[src/rtl/etl_pkg.sv]
// Constants, types and filter delay table shared by the edge time stamp logger
package etl_pkg;

	// ==========================================================
	// Sizes
	localparam int CHANNELS      = 4;
	localparam int SEQ_BITS      = 7;
	localparam int STAMP_BITS    = 16;
	localparam int TIMER_BITS    = 32;
	localparam int ENTRY_BYTES   = 4;
	localparam int SMALL_ENTRIES = 5;
	localparam int LARGE_ENTRIES = 15;
	localparam int ADDR_BITS     = 6;
	localparam int DELAY_BITS    = 12;

	// ==========================================================
	// Timing
	localparam int CLOCK_PERIOD_NS = 4;
	localparam int US_NS           = 1000;
	localparam int TICK_CYCLES     = (US_NS + CLOCK_PERIOD_NS - 1) / CLOCK_PERIOD_NS;

	// ==========================================================
	// Byte offsets inside one entry
	localparam logic [1:0] OFS_LEVELS   = 2'h0;
	localparam logic [1:0] OFS_SEQ      = 2'h1;
	localparam logic [1:0] OFS_STAMP_HI = 2'h2;
	localparam logic [1:0] OFS_STAMP_LO = 2'h3;

	// ==========================================================
	// Parameter write addresses and reset values
	localparam logic [2:0] CFG_DELAY0  = 3'h0;
	localparam logic [2:0] CFG_RISE    = 3'h4;
	localparam logic [2:0] CFG_FALL    = 3'h5;
	localparam logic [2:0] CFG_VARIANT = 3'h6;
	localparam logic [7:0] DELAY_RESET   = 8'h02;
	localparam logic [3:0] EDGE_RESET    = 4'h0;
	localparam logic       VARIANT_RESET = 1'b1;

	// ==========================================================
	// Filter delay codes and their times in microseconds
	localparam logic [7:0] DLY_CODE_2US    = 8'h00;
	localparam logic [7:0] DLY_CODE_4US    = 8'h02;
	localparam logic [7:0] DLY_CODE_12US   = 8'h04;
	localparam logic [7:0] DLY_CODE_86US   = 8'h07;
	localparam logic [7:0] DLY_CODE_342US  = 8'h09;
	localparam logic [7:0] DLY_CODE_2731US = 8'h0C;
	localparam logic [11:0] DLY_US_2    = 12'h002;
	localparam logic [11:0] DLY_US_4    = 12'h004;
	localparam logic [11:0] DLY_US_12   = 12'h00C;
	localparam logic [11:0] DLY_US_86   = 12'h056;
	localparam logic [11:0] DLY_US_342  = 12'h156;
	localparam logic [11:0] DLY_US_2731 = 12'hAAB;

	typedef struct packed {
		logic [CHANNELS-1:0]   levels;
		logic [SEQ_BITS-1:0]   seq;
		logic [STAMP_BITS-1:0] stamp;
	} etl_entry_t;

	typedef struct packed {
		logic                 en;
		logic [ADDR_BITS-1:0] addr;
	} etl_read_req_t;

	typedef struct packed {
		logic       en;
		logic [2:0] addr;
		logic [7:0] data;
	} etl_cfg_wr_t;

	// Impermissible codes fall back to the shortest delay
	function automatic logic [11:0] delay_us(input logic [7:0] code);
		case (code)
			DLY_CODE_2US:    delay_us = DLY_US_2;
			DLY_CODE_4US:    delay_us = DLY_US_4;
			DLY_CODE_12US:   delay_us = DLY_US_12;
			DLY_CODE_86US:   delay_us = DLY_US_86;
			DLY_CODE_342US:  delay_us = DLY_US_342;
			DLY_CODE_2731US: delay_us = DLY_US_2731;
			default:         delay_us = DLY_US_2;
		endcase
	endfunction : delay_us

endpackage : etl_pkg

[src/rtl/etl_edge_stamp_logger.sv]
// Four-channel edge time stamp logger with shifting entry history
// Behaviour
// - Each cycle with one or more enabled edges captures input states, sequence number and timer as one four-byte entry.
// - The history is 5 entries (20 bytes) or 15 entries (60 bytes) by configured variant.
// - An entry holds levels at +0, sequence at +1, stamp at +2, and entry n starts at byte 4n.
// - Levels byte carries channels 0..3 in bits 0..3 and zeros in bits 4..7.
// - Stored levels are those after the triggering edge.
// - The sequence number counts 0..127 in edge order, the first entry carrying 1.
// - A 32-bit microsecond counter starts at zero on reset and wraps.
// - The stamp holds the low 16 bits of the microsecond counter.
// - No output-area bytes are used and output-area writes have no effect.
// - Each channel has a delay filter on both directions, settable from 2 us to 2731 us.
// - A new entry goes to byte 0, older ones move up four bytes, the oldest falls off.
`timescale 1ns/1ns
module etl_edge_stamp_logger #(
	parameter int CHANNELS    = etl_pkg::CHANNELS,
	parameter int MAX_ENTRIES = etl_pkg::LARGE_ENTRIES,
	parameter int TICK_CYCLES = etl_pkg::TICK_CYCLES
) (
	input  wire logic                    clock,
	input  wire logic                    resetn,
	input  wire logic [CHANNELS-1:0]     inputPins,
	input  wire etl_pkg::etl_cfg_wr_t    cfgWrite,
	input  wire etl_pkg::etl_read_req_t  readReq,
	output logic [7:0]                   readData,
	output logic                         readValid,
	output logic [CHANNELS-1:0]          inputLevels
);

	localparam int TW = etl_pkg::TIMER_BITS;
	localparam int SW = etl_pkg::SEQ_BITS;

	logic [15:0]               tickCnt_ff;
	logic                      usTick;
	logic [TW-1:0]             usCount_ff;
	logic [7:0]                delayCode_ff [CHANNELS];
	logic [CHANNELS-1:0]       riseEn_ff;
	logic [CHANNELS-1:0]       fallEn_ff;
	logic                      largeVariant_ff;
	logic [CHANNELS-1:0]       levels;
	logic [CHANNELS-1:0]       prevLevels_ff;
	logic [CHANNELS-1:0]       riseHit;
	logic [CHANNELS-1:0]       fallHit;
	logic                      edgeEvent;
	logic [SW-1:0]             seq_ff;
	logic [SW-1:0]             nxt_seq;
	logic [15:0]               stampNow;
	etl_pkg::etl_entry_t       hist_ff [MAX_ENTRIES];
	etl_pkg::etl_entry_t       newEntry;
	etl_pkg::etl_entry_t       selEntry;
	logic [etl_pkg::ADDR_BITS-1:0] imageLen;
	logic [7:0]                nxt_readData;
	logic [7:0]                readData_ff;
	logic                      readValid_ff;
	logic [CHANNELS-1:0]       levels_ff;

	// ==========================================================
	// Microsecond timer
	assign usTick = (tickCnt_ff == 16'(TICK_CYCLES - 1));

	always_ff @(posedge clock or negedge resetn)
	begin
		if (!resetn)
			tickCnt_ff <= '0;
		else if (usTick)
			tickCnt_ff <= '0;
		else
			tickCnt_ff <= tickCnt_ff + 1'b1;
	end

	always_ff @(posedge clock or negedge resetn)
	begin
		if (!resetn)
			usCount_ff <= '0;
		else if (usTick)
			usCount_ff <= usCount_ff + 1'b1;
	end

	assign stampNow = usCount_ff[15:0];

	// ==========================================================
	// Parameter registers; output-area traffic has no port at all
	always_ff @(posedge clock or negedge resetn)
	begin
		if (!resetn)
		begin
			riseEn_ff       <= etl_pkg::EDGE_RESET;
			fallEn_ff       <= etl_pkg::EDGE_RESET;
			largeVariant_ff <= etl_pkg::VARIANT_RESET;
			for (int i = 0; i < CHANNELS; i++)
				delayCode_ff[i] <= etl_pkg::DELAY_RESET;
		end
		else if (cfgWrite.en)
		begin
			case (cfgWrite.addr)
				etl_pkg::CFG_RISE:    riseEn_ff <= cfgWrite.data[CHANNELS-1:0];
				etl_pkg::CFG_FALL:    fallEn_ff <= cfgWrite.data[CHANNELS-1:0];
				etl_pkg::CFG_VARIANT: largeVariant_ff <= cfgWrite.data[0];
				default:
				begin
					if (cfgWrite.addr < 3'(CHANNELS))
						delayCode_ff[cfgWrite.addr[1:0]] <= cfgWrite.data;
				end
			endcase
		end
	end

	// ==========================================================
	// Input filters
	generate
		for (genvar g = 0; g < CHANNELS; g++)
		begin : g_chan
			etl_input_filter #(
				.DELAY_BITS(etl_pkg::DELAY_BITS)
			) u_filter (
				.clock   (clock),
				.resetn  (resetn),
				.rawPin  (inputPins[g]),
				.usTick  (usTick),
				.delayUs (etl_pkg::delay_us(delayCode_ff[g])),
				.level   (levels[g])
			);
		end
	endgenerate

	// ==========================================================
	// Edge detection and entry capture
	assign riseHit   = levels & ~prevLevels_ff & riseEn_ff;
	assign fallHit   = ~levels & prevLevels_ff & fallEn_ff;
	assign edgeEvent = |(riseHit | fallHit);
	assign nxt_seq   = seq_ff + 1'b1;
	assign newEntry  = '{levels: levels, seq: nxt_seq, stamp: stampNow};

	always_ff @(posedge clock or negedge resetn)
	begin
		if (!resetn)
		begin
			prevLevels_ff <= '0;
			levels_ff     <= '0;
		end
		else
		begin
			prevLevels_ff <= levels;
			levels_ff     <= levels;
		end
	end

	always_ff @(posedge clock or negedge resetn)
	begin
		if (!resetn)
			seq_ff <= '0;
		else if (edgeEvent)
			seq_ff <= nxt_seq;
	end

	always_ff @(posedge clock or negedge resetn)
	begin
		if (!resetn)
		begin
			for (int i = 0; i < MAX_ENTRIES; i++)
				hist_ff[i] <= '0;
		end
		else if (edgeEvent)
		begin
			hist_ff[0] <= newEntry;
			for (int i = 1; i < MAX_ENTRIES; i++)
				hist_ff[i] <= hist_ff[i-1];
		end
	end

	// ==========================================================
	// Process image read port
	assign imageLen = largeVariant_ff ? 6'(etl_pkg::LARGE_ENTRIES * etl_pkg::ENTRY_BYTES)
	                                  : 6'(etl_pkg::SMALL_ENTRIES * etl_pkg::ENTRY_BYTES);

	always_comb
	begin
		selEntry     = hist_ff[readReq.addr[5:2]];
		nxt_readData = '0;
		if (readReq.addr < imageLen)
		begin
			case (readReq.addr[1:0])
				etl_pkg::OFS_LEVELS:   nxt_readData = {4'h0, selEntry.levels};
				etl_pkg::OFS_SEQ:      nxt_readData = {1'b0, selEntry.seq};
				etl_pkg::OFS_STAMP_HI: nxt_readData = selEntry.stamp[15:8];
				etl_pkg::OFS_STAMP_LO: nxt_readData = selEntry.stamp[7:0];
				default:               nxt_readData = '0;
			endcase
		end
	end

	always_ff @(posedge clock or negedge resetn)
	begin
		if (!resetn)
		begin
			readData_ff  <= '0;
			readValid_ff <= 1'b0;
		end
		else
		begin
			readValid_ff <= readReq.en;
			if (readReq.en)
				readData_ff <= nxt_readData;
		end
	end

	assign readData    = readData_ff;
	assign readValid   = readValid_ff;
	assign inputLevels = levels_ff;

	// ==========================================================
	// Checks
	property p_seq_step;
		@(posedge clock) disable iff (!resetn)
		edgeEvent |=> (seq_ff == SW'($past(seq_ff) + 1'b1));
	endproperty
	a_seq_step: assert property (p_seq_step) else $error("sequence did not step on entry");

	property p_seq_hold;
		@(posedge clock) disable iff (!resetn)
		!edgeEvent |=> $stable(seq_ff);
	endproperty
	a_seq_hold: assert property (p_seq_hold) else $error("sequence moved without entry");

	property p_head_entry;
		@(posedge clock) disable iff (!resetn)
		edgeEvent |=> (hist_ff[0].levels == $past(levels) && hist_ff[0].stamp == $past(stampNow)
			&& hist_ff[0].seq == seq_ff);
	endproperty
	a_head_entry: assert property (p_head_entry) else $error("new entry content wrong");

	property p_shift;
		@(posedge clock) disable iff (!resetn)
		edgeEvent |=> (hist_ff[1] == $past(hist_ff[0]));
	endproperty
	a_shift: assert property (p_shift) else $error("history did not shift");

	property p_no_edge_no_entry;
		@(posedge clock) disable iff (!resetn)
		(levels == prevLevels_ff) |=> $stable(hist_ff[0]);
	endproperty
	a_no_edge_no_entry: assert property (p_no_edge_no_entry) else $error("entry without edge");

	property p_timer_step;
		@(posedge clock) disable iff (!resetn)
		usTick |=> (usCount_ff == TW'($past(usCount_ff) + 1'b1)) ##1 !usTick [*2];
	endproperty
	a_timer_step: assert property (p_timer_step) else $error("microsecond timer step wrong");

	property p_beyond_image;
		@(posedge clock) disable iff (!resetn)
		(readReq.en && readReq.addr >= imageLen) |=> (readValid_ff && readData_ff == 8'h00);
	endproperty
	a_beyond_image: assert property (p_beyond_image) else $error("read past image not zero");

	property p_levels_upper;
		@(posedge clock) disable iff (!resetn)
		(readReq.en && readReq.addr[1:0] == etl_pkg::OFS_LEVELS) |=> (readData_ff[7:4] == 4'h0);
	endproperty
	a_levels_upper: assert property (p_levels_upper) else $error("levels upper nibble set");

endmodule : etl_edge_stamp_logger

[src/rtl/etl_input_filter.sv]
// One channel: pin synchroniser and symmetric input delay filter
`timescale 1ns/1ns
module etl_input_filter #(
	parameter int DELAY_BITS = etl_pkg::DELAY_BITS
) (
	input  wire logic                  clock,
	input  wire logic                  resetn,
	input  wire logic                  rawPin,
	input  wire logic                  usTick,
	input  wire logic [DELAY_BITS-1:0] delayUs,
	output logic                       level
);

	logic                  syncA_ff;
	logic                  syncB_ff;
	logic                  level_ff;
	logic [DELAY_BITS-1:0] count_ff;

	// ==========================================================
	// Synchroniser
	always_ff @(posedge clock or negedge resetn)
	begin
		if (!resetn)
		begin
			syncA_ff <= 1'b0;
			syncB_ff <= 1'b0;
		end
		else
		begin
			syncA_ff <= rawPin;
			syncB_ff <= syncA_ff;
		end
	end

	// ==========================================================
	// Filter: a new level must stand for delayUs ticks, either direction
	always_ff @(posedge clock or negedge resetn)
	begin
		if (!resetn)
		begin
			level_ff <= 1'b0;
			count_ff <= '0;
		end
		else if (syncB_ff == level_ff)
			count_ff <= '0;
		else if (usTick)
		begin
			if (count_ff + 1'b1 >= delayUs)
			begin
				level_ff <= syncB_ff;
				count_ff <= '0;
			end
			else
				count_ff <= count_ff + 1'b1;
		end
	end

	assign level = level_ff;

	property p_filter_change;
		@(posedge clock) disable iff (!resetn)
		(level_ff != $past(level_ff)) |-> ($past(usTick) && level_ff == $past(syncB_ff));
	endproperty
	a_filter_change: assert property (p_filter_change) else $error("filtered level moved without tick");

	property p_filter_short_glitch;
		@(posedge clock) disable iff (!resetn)
		(syncB_ff == level_ff) |=> (level_ff == $past(level_ff));
	endproperty
	a_filter_short_glitch: assert property (p_filter_short_glitch) else $error("level moved while input agreed");

endmodule : etl_input_filter

[config.mk]
export PLATFORM = sky130hd
export DESIGN_NAME = etl_edge_stamp_logger
export DESIGN_NICKNAME = d
export VERILOG_FILES = /design/src/rtl/etl_pkg.sv /design/src/rtl/etl_edge_stamp_logger.sv /design/src/rtl/etl_input_filter.sv
export SDC_FILE = /design/constraint.sdc
export NUM_CORES = 1
export LEC_CHECK = 0
export BUFFER_PORTS_ARGS = -buffer_cell sky130_fd_sc_hd__clkbuf_2
export CORE_ASPECT_RATIO = 0.8
export CORE_MARGIN = 2
export CORE_UTILIZATION = 45
export CTS_BUF_LIST = sky130_fd_sc_hd__clkbuf_16
export DETAILED_ROUTE_END_ITERATION = 10
export SYNTH_ARGS = -nofsm -noshare
export SYNTH_HDL_FRONTEND = slang
export SYNTH_HIERARCHICAL = 1
export SYNTH_SLANG_ARGS = --single-unit
[constraint.sdc]
create_clock -name clock -period 3.35 [get_ports clock]
set_input_delay 0.67 -clock clock [delete_from_list [all_inputs] [get_ports clock]]
set_output_delay 0.67 -clock clock [all_outputs]
set_load 0.01 [all_outputs]
==> impl_results.md, run 1 <==
- Critical Path RT: 3.89 ns
- Die X: 279 um
- Lkg Pwr: 14.8 nW
- Min Clock Period, post-route: 3.15 ns
- IO Port Bufs: 37
- Root Buffer: clkbuf_16
- Maximum clock path buffer count: 3
- Area delta synth->final: 12.3%
- CP startpoint kind: flip-flop
- Cell row count: 80
- Max-slew violations: 0
- Hold Crit Class: primary input to async pin
- Status: finished clean
- Fin nets: around 2200
- Total power: about 14 mW
- Worst reg2reg path depth: 10
- Final worst slack: 0.197 ns
- Synth Area in Compound Gates: 0.0654
- Leading register cell type out of synthesis: dfrtp_1
- Crit path max fanout: 10
- DR iter-0 viols: between 900 and 1000
- Cell Area, Synth: 0.0273 mm2
- CP arrival: about 3.7 ns
- Mux cell area share after synthesis: 0.262
- GR Util All Layers: 0.187
- Post-Synth XOR/XNOR Area: 0.0263
- Die Y: 224 um
- Worst-Margin Slew: approximately 0.81 ns
- Clk sink count: 551
- Post-CTS setup buffers: 0
- Filler cells: 5033
- Post-route cell area: 0.0306 mm2
- First-pass GRT wire length: around 94000 um
- Setup_tns: 0 ns
- Post-synth EDFFs: 0
- Detailed placement HPWL: 38800 um
- Core area: 0.0598 mm2
- Initial antenna violation count: 1
- Post-cts gate resize count: 0
- Total Die Area: 0.0626 mm2
- Residual DRC count: 0
- Top Ports: 38
- Post-CTS Hold Fix Bufs: 0
- Largest family of logic cells by synthesized area: multiplexers
- Clock Latency Late Sink: 0.64 ns
- Remaining antenna violation count: 0
- Placed inst area: 0.0287 mm2
- H-tree depth: 2
- Vias in the first global route: approximately 17000
- Avg Cell Area, Syn: 13.2 um2
- Post-synth ARST share: 1.00
- Crit Path Class: flip-flop to flip-flop
- Largest net degree at the start of global routing: 79
- Synth Area in Adders: 0.0266
- Crit. End Element: flip-flop
- Synth cell types: 86
- Worst slew margin: 0.450
- Skew final: 0.0295 ns
- Post-synthesis simple-gate area fraction: 0.0780
- Routed vias: 16400
- Via density: 5.53
- #FFs+latches synth: 551
- CTS buffer count: 59
- Max Cap Viol: 0
- PwrDens: 457 mW/mm2
- Routability cong.: around 0.79
- Cells after Synth: around 2100
- Fin. Hold Viols: 0
- Period Utilization, post-route: 0.941
- F_max: about 320 MHz
- Final setup violation count: 0
- First drt pass iteration count: 4
- Ant diodes: 0
- Layout cells sized above 1: 0.381
- R2r setup slk: 0.20 ns
- Initial core utilization: 0.457
- CTS tree: built
- Congestion Overflow GR: 0
- Routed wire length: between 50000 and 60000 um
- Pre-CTS WS: about 0.11 ns
- Syn. warnings: 6
- Drt wl/cell: between 15 and 20 um
- Worst IR Drop VDD: around 400 uV
- Clk slew on worst S/H paths: approximately 0.060 ns
- Register area share after synthesis: 0.506
==> registers in the layout, indices dropped and copies added (netlist names) <==
signal,flops
largeVariant_ff,1
g_chan.u_filter/count_ff,48
riseEn_ff,4
readValid,1
g_chan.u_filter/level,4
g_chan.u_filter/syncA_ff,4
delayCode_ff,32
usCount_ff,16
hist_ff,405
g_chan.u_filter/syncB_ff,4
inputLevels,4
tickCnt_ff,16
readData,8
fallEn_ff,4
==> cells in the mapped netlist, drive strengths merged (7+ instances only) <==
library cell  count  share of area
dfrtp           546           0.50
mux2            456           0.19
nand2           116          0.016
inv             105          0.014
buf              89          0.019
mux4             75          0.062
o21ai            74          0.019
ha               58          0.027
nor2             56         0.0077
xnor2            42          0.013
xor2             40          0.013
nand3            38         0.0079
mux2i            32          0.012
a21oi            26         0.0053
nor3             17         0.0046
clkbuf           16         0.0022
nor2b            16         0.0048
and3             14         0.0034
nand4            14         0.0034
nor4             14         0.0047
a21o             13         0.0038
nand3b           13         0.0036
a211oi           12         0.0033
nand2b           12         0.0028
o211ai           11         0.0038
and2             10         0.0023
o2111ai          10         0.0041
o2bb2ai          10         0.0032
a2bb2oi           9         0.0029
a22oi             8         0.0022
a22o              7         0.0022
or2               7         0.0016
==> kinds of logic after synthesis <==
logic type,Yosys count
other cells,1
mux,563
fa+ha+maj,58
xor+xnor,82
flops,551
compound gates,228
buf+inv,211
simple gates,373
==> layer usage <==
| metal | vias to the layer above | wire [um] | global-route usage |
|---|---|---|---|
| met3 | 63 | 2150 | 0.0263 |
| met4 | 0 | 971 | 0.0470 |
| met5 | - | 0 | 0 |
| met1 | 8465 | 28800 | 0.291 |
| li1 | 7672 | - | - |
| met2 | 198 | 25200 | 0.275 |
==> layout make-up <==
class	instances	area, um2	area share
Clock inverter	50	380	0.0124
Sequential cell	551	13800	0.450
Inverter	106	398	0.0130
Timing Repair Buffer	113	1050	0.0344
Multi-Input combinational cell	1308	12600	0.410
Clock buffer	59	1480	0.0482
Tap cell	779	975	0.0318
==> stage by stage <==
stage / hold slack (ns) / util / instances
3_5_place_dp: 0.337 / 0.481 / 2857
2_1_floorplan: 0.331 / - / 2070
6_report: 0.0407 / 0.513 / 2966
3_3_place_gp: 0.332 / 0.481 / 2857
5_1_grt: 0.0655 / 0.513 / 2966
4_1_cts: 0.0335 / 0.512 / 2966
==> critical path, cell delays in order, from the launching register on <==
cell	delay [ns]
dfrtp_1	0.38
or4_1	0.60
nor4b_2	0.34
and2_2	0.24
inv_1	0.06
ha_1	0.31
and3_2	0.21
a221oi_2	0.34
o2111ai_2	0.21
buf_4	0.24
o21ai_1	0.12
==> cell usage in the layout, fill, tap and decap left out, types with 22 or more instances in the layout <==
| cell type | n |
|---|---|
| mux2_2 | 452 |
| nor2_1 | 56 |
| o21ai_0 | 30 |
| xor2_1 | 40 |
| ha_1 | 58 |
| clkbuf_2 | 34 |
| nand3_1 | 33 |
| xnor2_1 | 42 |
| mux4_2 | 75 |
| inv_1 | 120 |
| nand2_1 | 116 |
| o21ai_2 | 36 |
| a21oi_1 | 22 |
| buf_12 | 22 |
| buf_4 | 54 |
| mux2i_1 | 32 |
| clkbuf_16 | 59 |
| dfrtp_1 | 546 |
==> power breakdown <==
part | switching (mW) | leakage [nW] | internal, mW
registers | 0.109 | 7.58 | 6.79
logic | 0.471 | 6.25 | 0.325
clock network | 2.73 | 0.976 | 3.57
==> path summary, 6_finish.rpt <==
| path | startpoint | to |
|---|---|---|
| min reg2reg | g_chan[0].u_filter/syncA_ff | g_chan[0].u_filter/syncB_ff |
| max | delayCode_ff[21] | g_chan[1].u_filter/count_ff[9] |
| min | resetn | hist_ff[169] |
| max in group asynchronous | resetn | delayCode_ff[1] |
| max reg2reg | delayCode_ff[21] | g_chan[1].u_filter/count_ff[9] |
| min in group clock | inputPins[0] | g_chan[0].u_filter/syncA_ff |
Note: power is estimated with default switching activity, not from simulation.
==> inputs of run 2 (changes only) <==
--- a/config.mk
+++ b/config.mk
@@ -9,7 +9,7 @@
 export CORE_ASPECT_RATIO = 0.8
 export CORE_MARGIN = 2
 export CORE_UTILIZATION = 45
-export CTS_BUF_LIST = sky130_fd_sc_hd__clkbuf_16
+export CTS_BUF_LIST = sky130_fd_sc_hd__clkbuf_2
 export DETAILED_ROUTE_END_ITERATION = 10
 export SYNTH_ARGS = -nofsm -noshare
 export SYNTH_HDL_FRONTEND = slang
==> run 2 against run 1 <==
Net effect: largest power group unchanged; largest cell class unchanged; global-route usage up 0.71 points; combinational power is 6.8% higher; final cell count rose by 5.9%; register-to-register slack is essentially flat; clock-buffer cell count grew 157; non-clock buffer count increased by 32; highest routed layer unchanged; utilization fell by 0.22 points; worst setup slack worse by 0.0031 ns; die area stayed put.
==> impl_results.md, run 2 (same netlist as run 1, synthesis figures left out) <==
- Status: finished clean
- CP bufs+invs: 2 (unchanged)
- Worst flop-to-flop path startpoint: delayCode_ff[10]
- Total Die Area: 0.0626 mm2 (unchanged)
- Remaining antenna violation count: 0 (unchanged)
- CP startpoint kind: flip-flop
- Reg area: 0.0138 mm2 (unchanged)
- IO Port Bufs: 37 (unchanged)
- Hold Crit Class: primary input to flip-flop
- Top Ports: 38 (unchanged)
- Clk slew on worst S/H paths: 0.11 ns (+0.05 ns)
- Most common cell after layout, fill and taps aside: dfrtp_1
- Area delta synth->final: 11.8%
- Max Cap Viol: 0 (unchanged)
- Lkg Pwr: 15.0 nW (+1.3%)
- Clk sink count: 551 (unchanged)
- Setup_tns: 0 ns (unchanged)
- Filler cells: 5121 (+1.7%)
- H-tree depth: 4 (+2)
- DR iter-0 viols: 890 (-7.9%)
- First-pass GRT wire length: 95900 um (+2.3%)
- Crit path max fanout: 7 (-3)
- Crit path launch: delayCode_ff[10]
- Via density: 5.43 (-1.9%)
- Root Buffer: clkbuf_2
- Layout cells sized above 1: 0.418 (+0.0362)
- Placed inst area: 0.0287 mm2 (unchanged)
- Worst-path cell chain: or3b_2 > a21oi_1 > o21a_1 > or3b_2 > inv_1 > ha_1 > nand2_1 > o21ai_1 > a221oi_2 > o2111ai_2 > buf_4 > o21ai_2
- Routed vias: 17000 (+4.0%)
- Top Family by Delay on Critical Path: compound AO/OA/AOI/OAI gates
- Core area: 0.0598 mm2 (unchanged)
- Die X: 279 um (unchanged)
- Cell row count: 80 (unchanged)
- Max-slew violations: 0 (unchanged)
- HP Start: readReq[3]
- Worst slew margin: 0.397 (-0.0537)
- Detailed placement HPWL: 38800 um (unchanged)
- Max stage delay on crit path: 0.46 ns (-0.14 ns)
- Maximum clock path buffer count: 3 (unchanged)
- Top Registers: hist_ff: 405 flops, g_chan.u_filter/count_ff: 48 flops, delayCode_ff: 32 flops
- Routability cong.: 0.786 (unchanged)
- Drt wl/cell: 18.6 um (-3.7%)
- Fin nets: 2341 (+5.4%)
- CP max stage cell: dfrtp_1
- Period Utilization, post-route: 0.942 (about the same)
- Post-route cell area: 0.0305 mm2 (-0.43%)
- GR Util All Layers: 0.194 (+0.00711)
- Congestion Overflow GR: 0 (unchanged)
- Worst-Margin Slew: 0.905 ns (+0.0921 ns)
- CTS tree: built
- Commonest cells after routing, fill and taps aside: dfrtp_1 (546), mux2_2 (452), clkbuf_2 (250), nand2_1 (116), inv_1 (105)
- CP arrival: 4.33 ns (+0.63 ns)
- Die Y: 224 um (unchanged)
- Initial antenna violation count: 2 (+1)
- F_max: 317 MHz (about the same)
- Routed wire length: 58300 um (+2.0%)
- Max FFs per register: 405 (unchanged)
- CTS buffer count: 146 (+150%)
- First drt pass iteration count: 5 (+1)
- Most used cell, CP: or3b_2
- Final setup violation count: 0 (unchanged)
- Register name with the most flops: hist_ff
- Final Util: 0.511 (-0.00222)
- Crit Path Class: flip-flop to flip-flop
- Total power: 12.6 mW (-10%)
- RSZ-0062 raised after global routing: false
- Initial core utilization: 0.457 (unchanged)
- Residual DRC count: 0 (unchanged)
- Min Clock Period, post-route: 3.16 ns (+0.00307 ns)
- Area of the multi-input gates: 0.0126 mm2 (+0.33%)
- Post-CTS setup buffers: 0 (unchanged)
- PwrDens: 411 mW/mm2 (-9.9%)
- Vias in the first global route: 17700 (+5.7%)
- Largest net degree at the start of global routing: 72 (-8.9%)
- Fin. Hold Viols: 0 (unchanged)
- Clock Latency Late Sink: 1.33 ns (+0.69 ns)
- Worst IR Drop VDD: 266 uV (-33%)
- Skew final: 0.0945 ns (+0.0650 ns)
- Critical Path RT: 4.52 ns (+0.63 ns)
- Crit. End Element: flip-flop
## run 2: where the power goes
group / switching [mW] / internal (mW) / total (mW) / leakage (nW)
Combinational: 0.486 / 0.364 / 0.850 / 6.41
Clock: 2.79 / 2.02 / 4.81 / 1.01
Sequential: 0.115 / 6.77 / 6.89 / 7.58
Total: 3.39 / 9.16 / 12.6 / 15.0
## run 2: final timing paths
path / slack [ns] / end / cells past startpoint
setup / recovery: 0.19 / g_chan[2].u_filter/count_ff[4] / 12
hold / removal: 0.21 / readData[3] / 6
setup reg to reg: 0.19 / g_chan[2].u_filter/count_ff[4] / 12
hold reg to reg: 0.36 / g_chan[1].u_filter/syncB_ff / 0
max in group asynchronous: 2.27 / g_chan[3].u_filter/count_ff[10] / 4
min in group asynchronous: 0.61 / hist_ff[200] / 4
## run 2: worst register-to-register path, stage by stage, from the launching register on
cell	delay, ns
dfrtp_1	0.46
or3b_2	0.46
a21oi_1	0.14
o21a_1	0.14
or3b_2	0.44
inv_1	0.07
ha_1	0.22
nand2_1	0.07
o21ai_1	0.06
a221oi_2	0.39
o2111ai_2	0.21
buf_4	0.22
o21ai_2	0.11
## run 2: metrics by stage
step / cells / setup WS [ns] / hold WS, ns
6_report: 3142 / 0.194 / 0.214
5_1_grt: 3139 / 0.0167 / 0.139
4_1_cts: 3138 / 0.0286 / 0.0289
3_5_place_dp: 2857 / 0.109 / 0.337
3_3_place_gp: 2857 / 0.191 / 0.332
2_1_floorplan: 2070 / 0.422 / 0.331
## run 2: final cells by class
type	instances	share of cell area
tap	779	0.0319
timing repair buffer	145	0.0456
clock inverter	33	0.00833
sequential	551	0.452
multi-input combinational	1308	0.413
clock buffer	216	0.0354
inverter	106	0.0130
antenna	4	0.000328
## run 2: timing repair
item	in CTS	in global routing
endpoints found under the hold margin	600	0
endpoints found under the setup margin	0	46
hold buffers	32	0
gates resized for setup	0	12
## run 2: per-layer routing
layer  global-route usage  wire length (um)
met2                0.278             25400
met3               0.0397              2290
met1                0.289             29400
met5                    0                 0
met4               0.0768              1180
==> inputs of run 3 (changes only) <==
--- a/config.mk
+++ b/config.mk
@@ -6,7 +6,6 @@
 export NUM_CORES = 1
 export LEC_CHECK = 0
 export BUFFER_PORTS_ARGS = -buffer_cell sky130_fd_sc_hd__clkbuf_2
-export CORE_ASPECT_RATIO = 0.8
 export CORE_MARGIN = 2
 export CORE_UTILIZATION = 45
 export CTS_BUF_LIST = sky130_fd_sc_hd__clkbuf_2
==> run 3 against run 2 <==
Net effect: clock power about the same; first-iteration DRC count down 3.7%; hold slack worse by 0.034 ns.
==> impl_results.md, run 3 (same netlist as run 1, synthesis figures left out) <==
- Pre-CTS WS: 0.0578 ns (-0.0513 ns)
- Status: finished clean
- Post-route cell area: 0.0304 mm2 (-0.20%)
- Commonest cells after routing, fill and taps aside: dfrtp_1 (546), mux2_2 (452), clkbuf_2 (259), nand2_1 (116), inv_1 (105)
- Max Cap Viol: 0 (unchanged)
- Max FFs per register: 405 (unchanged)
- Register name with the most flops: hist_ff
- Residual DRC count: 0 (unchanged)
- Die X: 250 um (-10%)
- Die Y: 250 um (+12%)
- Maximum clock path buffer count: 3 (unchanged)
- H-tree depth: 4 (unchanged)
- Top Registers: hist_ff: 405 flops, g_chan.u_filter/count_ff: 48 flops, delayCode_ff: 32 flops
- Routed wire length: 57200 um (-2.0%)
- GR peak layer: met2
- Placed instance count: 2850 (-0.25%)
- Met3 GRT Util: 0.0397 (about the same)
- Met1 usage in global routing: 0.257 (-0.0327)
- Crit Path Class: flip-flop to flip-flop
- IO Port Bufs: 37 (unchanged)
- DR iter-0 viols: 857 (-3.7%)
- Crit path max fanout: 4 (-3)
- Fin. Hold Viols: 0 (unchanged)
- Clk sink count: 551 (unchanged)
- Most common cell after layout, fill and taps aside: dfrtp_1
- GRT met2 Usage: 0.301 (+0.0233)
- Final setup violation count: 0 (unchanged)
- Congestion Overflow GR: 0 (unchanged)
- Final Util: 0.506 (-0.00421)
- First-pass GRT wire length: 95900 um (about the same)
- Detailed placement HPWL: 37800 um (-2.5%)
- Top Ports: 38 (unchanged)
- Hold Crit Class: primary input to flip-flop
- Root Buffer: clkbuf_2
- First drt pass iteration count: 5 (unchanged)
- CP startpoint kind: flip-flop
- Crit. End Element: flip-flop
- Worst slew margin: 0.422 (+0.0253)
- Worst-Margin Slew: 0.867 ns (-0.0380 ns)
- Routed vias: 16900 (-0.77%)
- Final hold slack: 0.180 ns (-0.0343 ns)
- Routability cong.: 0.791 (+0.55%)
- Layout cells sized above 1: 0.420 (+0.00219)
- CTS buffer count: 148 (+1.4%)
- Clk slew on worst S/H paths: 0.09 ns (-0.02 ns)
- Worst IR Drop VDD: 296 uV (+11%)
- Cell row count: 90 (+13%)
- Core area: 0.0601 mm2 (+0.63%)
- Setup_tns: 0 ns (unchanged)
- Final worst slack: 0.180 ns (-0.0138 ns)
- PwrDens: 413 mW/mm2 (+0.36%)
- Area delta synth->final: 11.6%
- Largest net degree at the start of global routing: 128 (+78%)
- Remaining antenna violation count: 0 (unchanged)
- Max-slew violations: 0 (unchanged)
- GR Util All Layers: 0.191 (-0.00327)
- Period Utilization, post-route: 0.946 (+0.00412)
- RSZ-0062 raised after global routing: true
- Fin nets: 2336 (-0.21%)
- CP arrival: 4.29 ns (-0.04 ns)
- Initial antenna violation count: 2 (unchanged)
- F_max: 315 MHz (-0.44%)
- Clock Latency Late Sink: 1.32 ns (about the same)
- Lkg Pwr: 15.0 nW (about the same)
- Vias in the first global route: 18100 (+2.4%)
- Total Die Area: 0.0626 mm2 (about the same)
- Min Clock Period, post-route: 3.17 ns (+0.0138 ns)
- CTS tree: built
- Critical Path RT: 4.47 ns (-0.05 ns)
- Total power: 12.6 mW (+0.16%)
- Placed inst area: 0.0286 mm2 (-0.42%)
- Skew final: 0.106 ns (+0.0113 ns)
- Initial core utilization: 0.454 (-0.00285)
- Non-filler instance count after layout: 3150 (+0.25%)
- Via density: 5.37 (-1.0%)
- Drt wl/cell: 18.1 um (-2.2%)
==> run 3: layout make-up <==
type,instances,area (um2)
diodes,7,17.5
clock buffers,225,1130
clock inverters,33,251
fillers,5295,29700
inverters,106,398
multi-input cells,1308,12600
flip-flops and latches,551,13800
well taps,782,978
repair buffers,138,1290
==> run 3: report_power, final <==
| part | total (mW) | internal [mW] | switching [mW] |
|---|---|---|---|
| clock network | 4.84 | 2.03 | 2.81 |
| logic | 0.843 | 0.361 | 0.482 |
| registers | 6.89 | 6.77 | 0.114 |
| total | 12.6 | 9.17 | 3.40 |
==> run 3: critical path, stage by stage, from the launching register on <==
cell      delay, ns
dfrtp_1        0.40
or4_1          0.56
or4_1          0.52
nand2b_1       0.09
inv_1          0.04
ha_1           0.31
a21oi_2        0.13
o21ai_1        0.08
a221oi_2       0.35
o21ai_0        0.18
mux2_1         0.33
==> run 3: path summary, 6_finish.rpt <==
check	slack [ns]	from	depth (start not counted)	end
hold reg to reg	0.35	g_chan[3].u_filter/syncA_ff	0	g_chan[3].u_filter/syncB_ff
setup / recovery	0.18	delayCode_ff[29]	10	g_chan[0].u_filter/level
setup reg to reg	0.18	delayCode_ff[29]	10	g_chan[0].u_filter/level
hold / removal	0.18	readReq[4]	4	readData[1]
max in group asynchronous	2.27	resetn	4	hist_ff[78]
min in group asynchronous	0.61	resetn	4	hist_ff[260]
==> run 3: metal layers <==
metal,routed length [um],vias to the layer above
met1,26500,8581
met3,1930,120
met5,0,-
met4,1600,0
li1,-,7971
met2,27100,242
==> run 3: timing repair <==
item                                   4_1_cts  5_1_grt
hold buffers                                34        0
resized for setup                            0       10
endpoints found under the hold margin      601        0
setup buffers                                0        1
setup endpoints to repair                    0       44
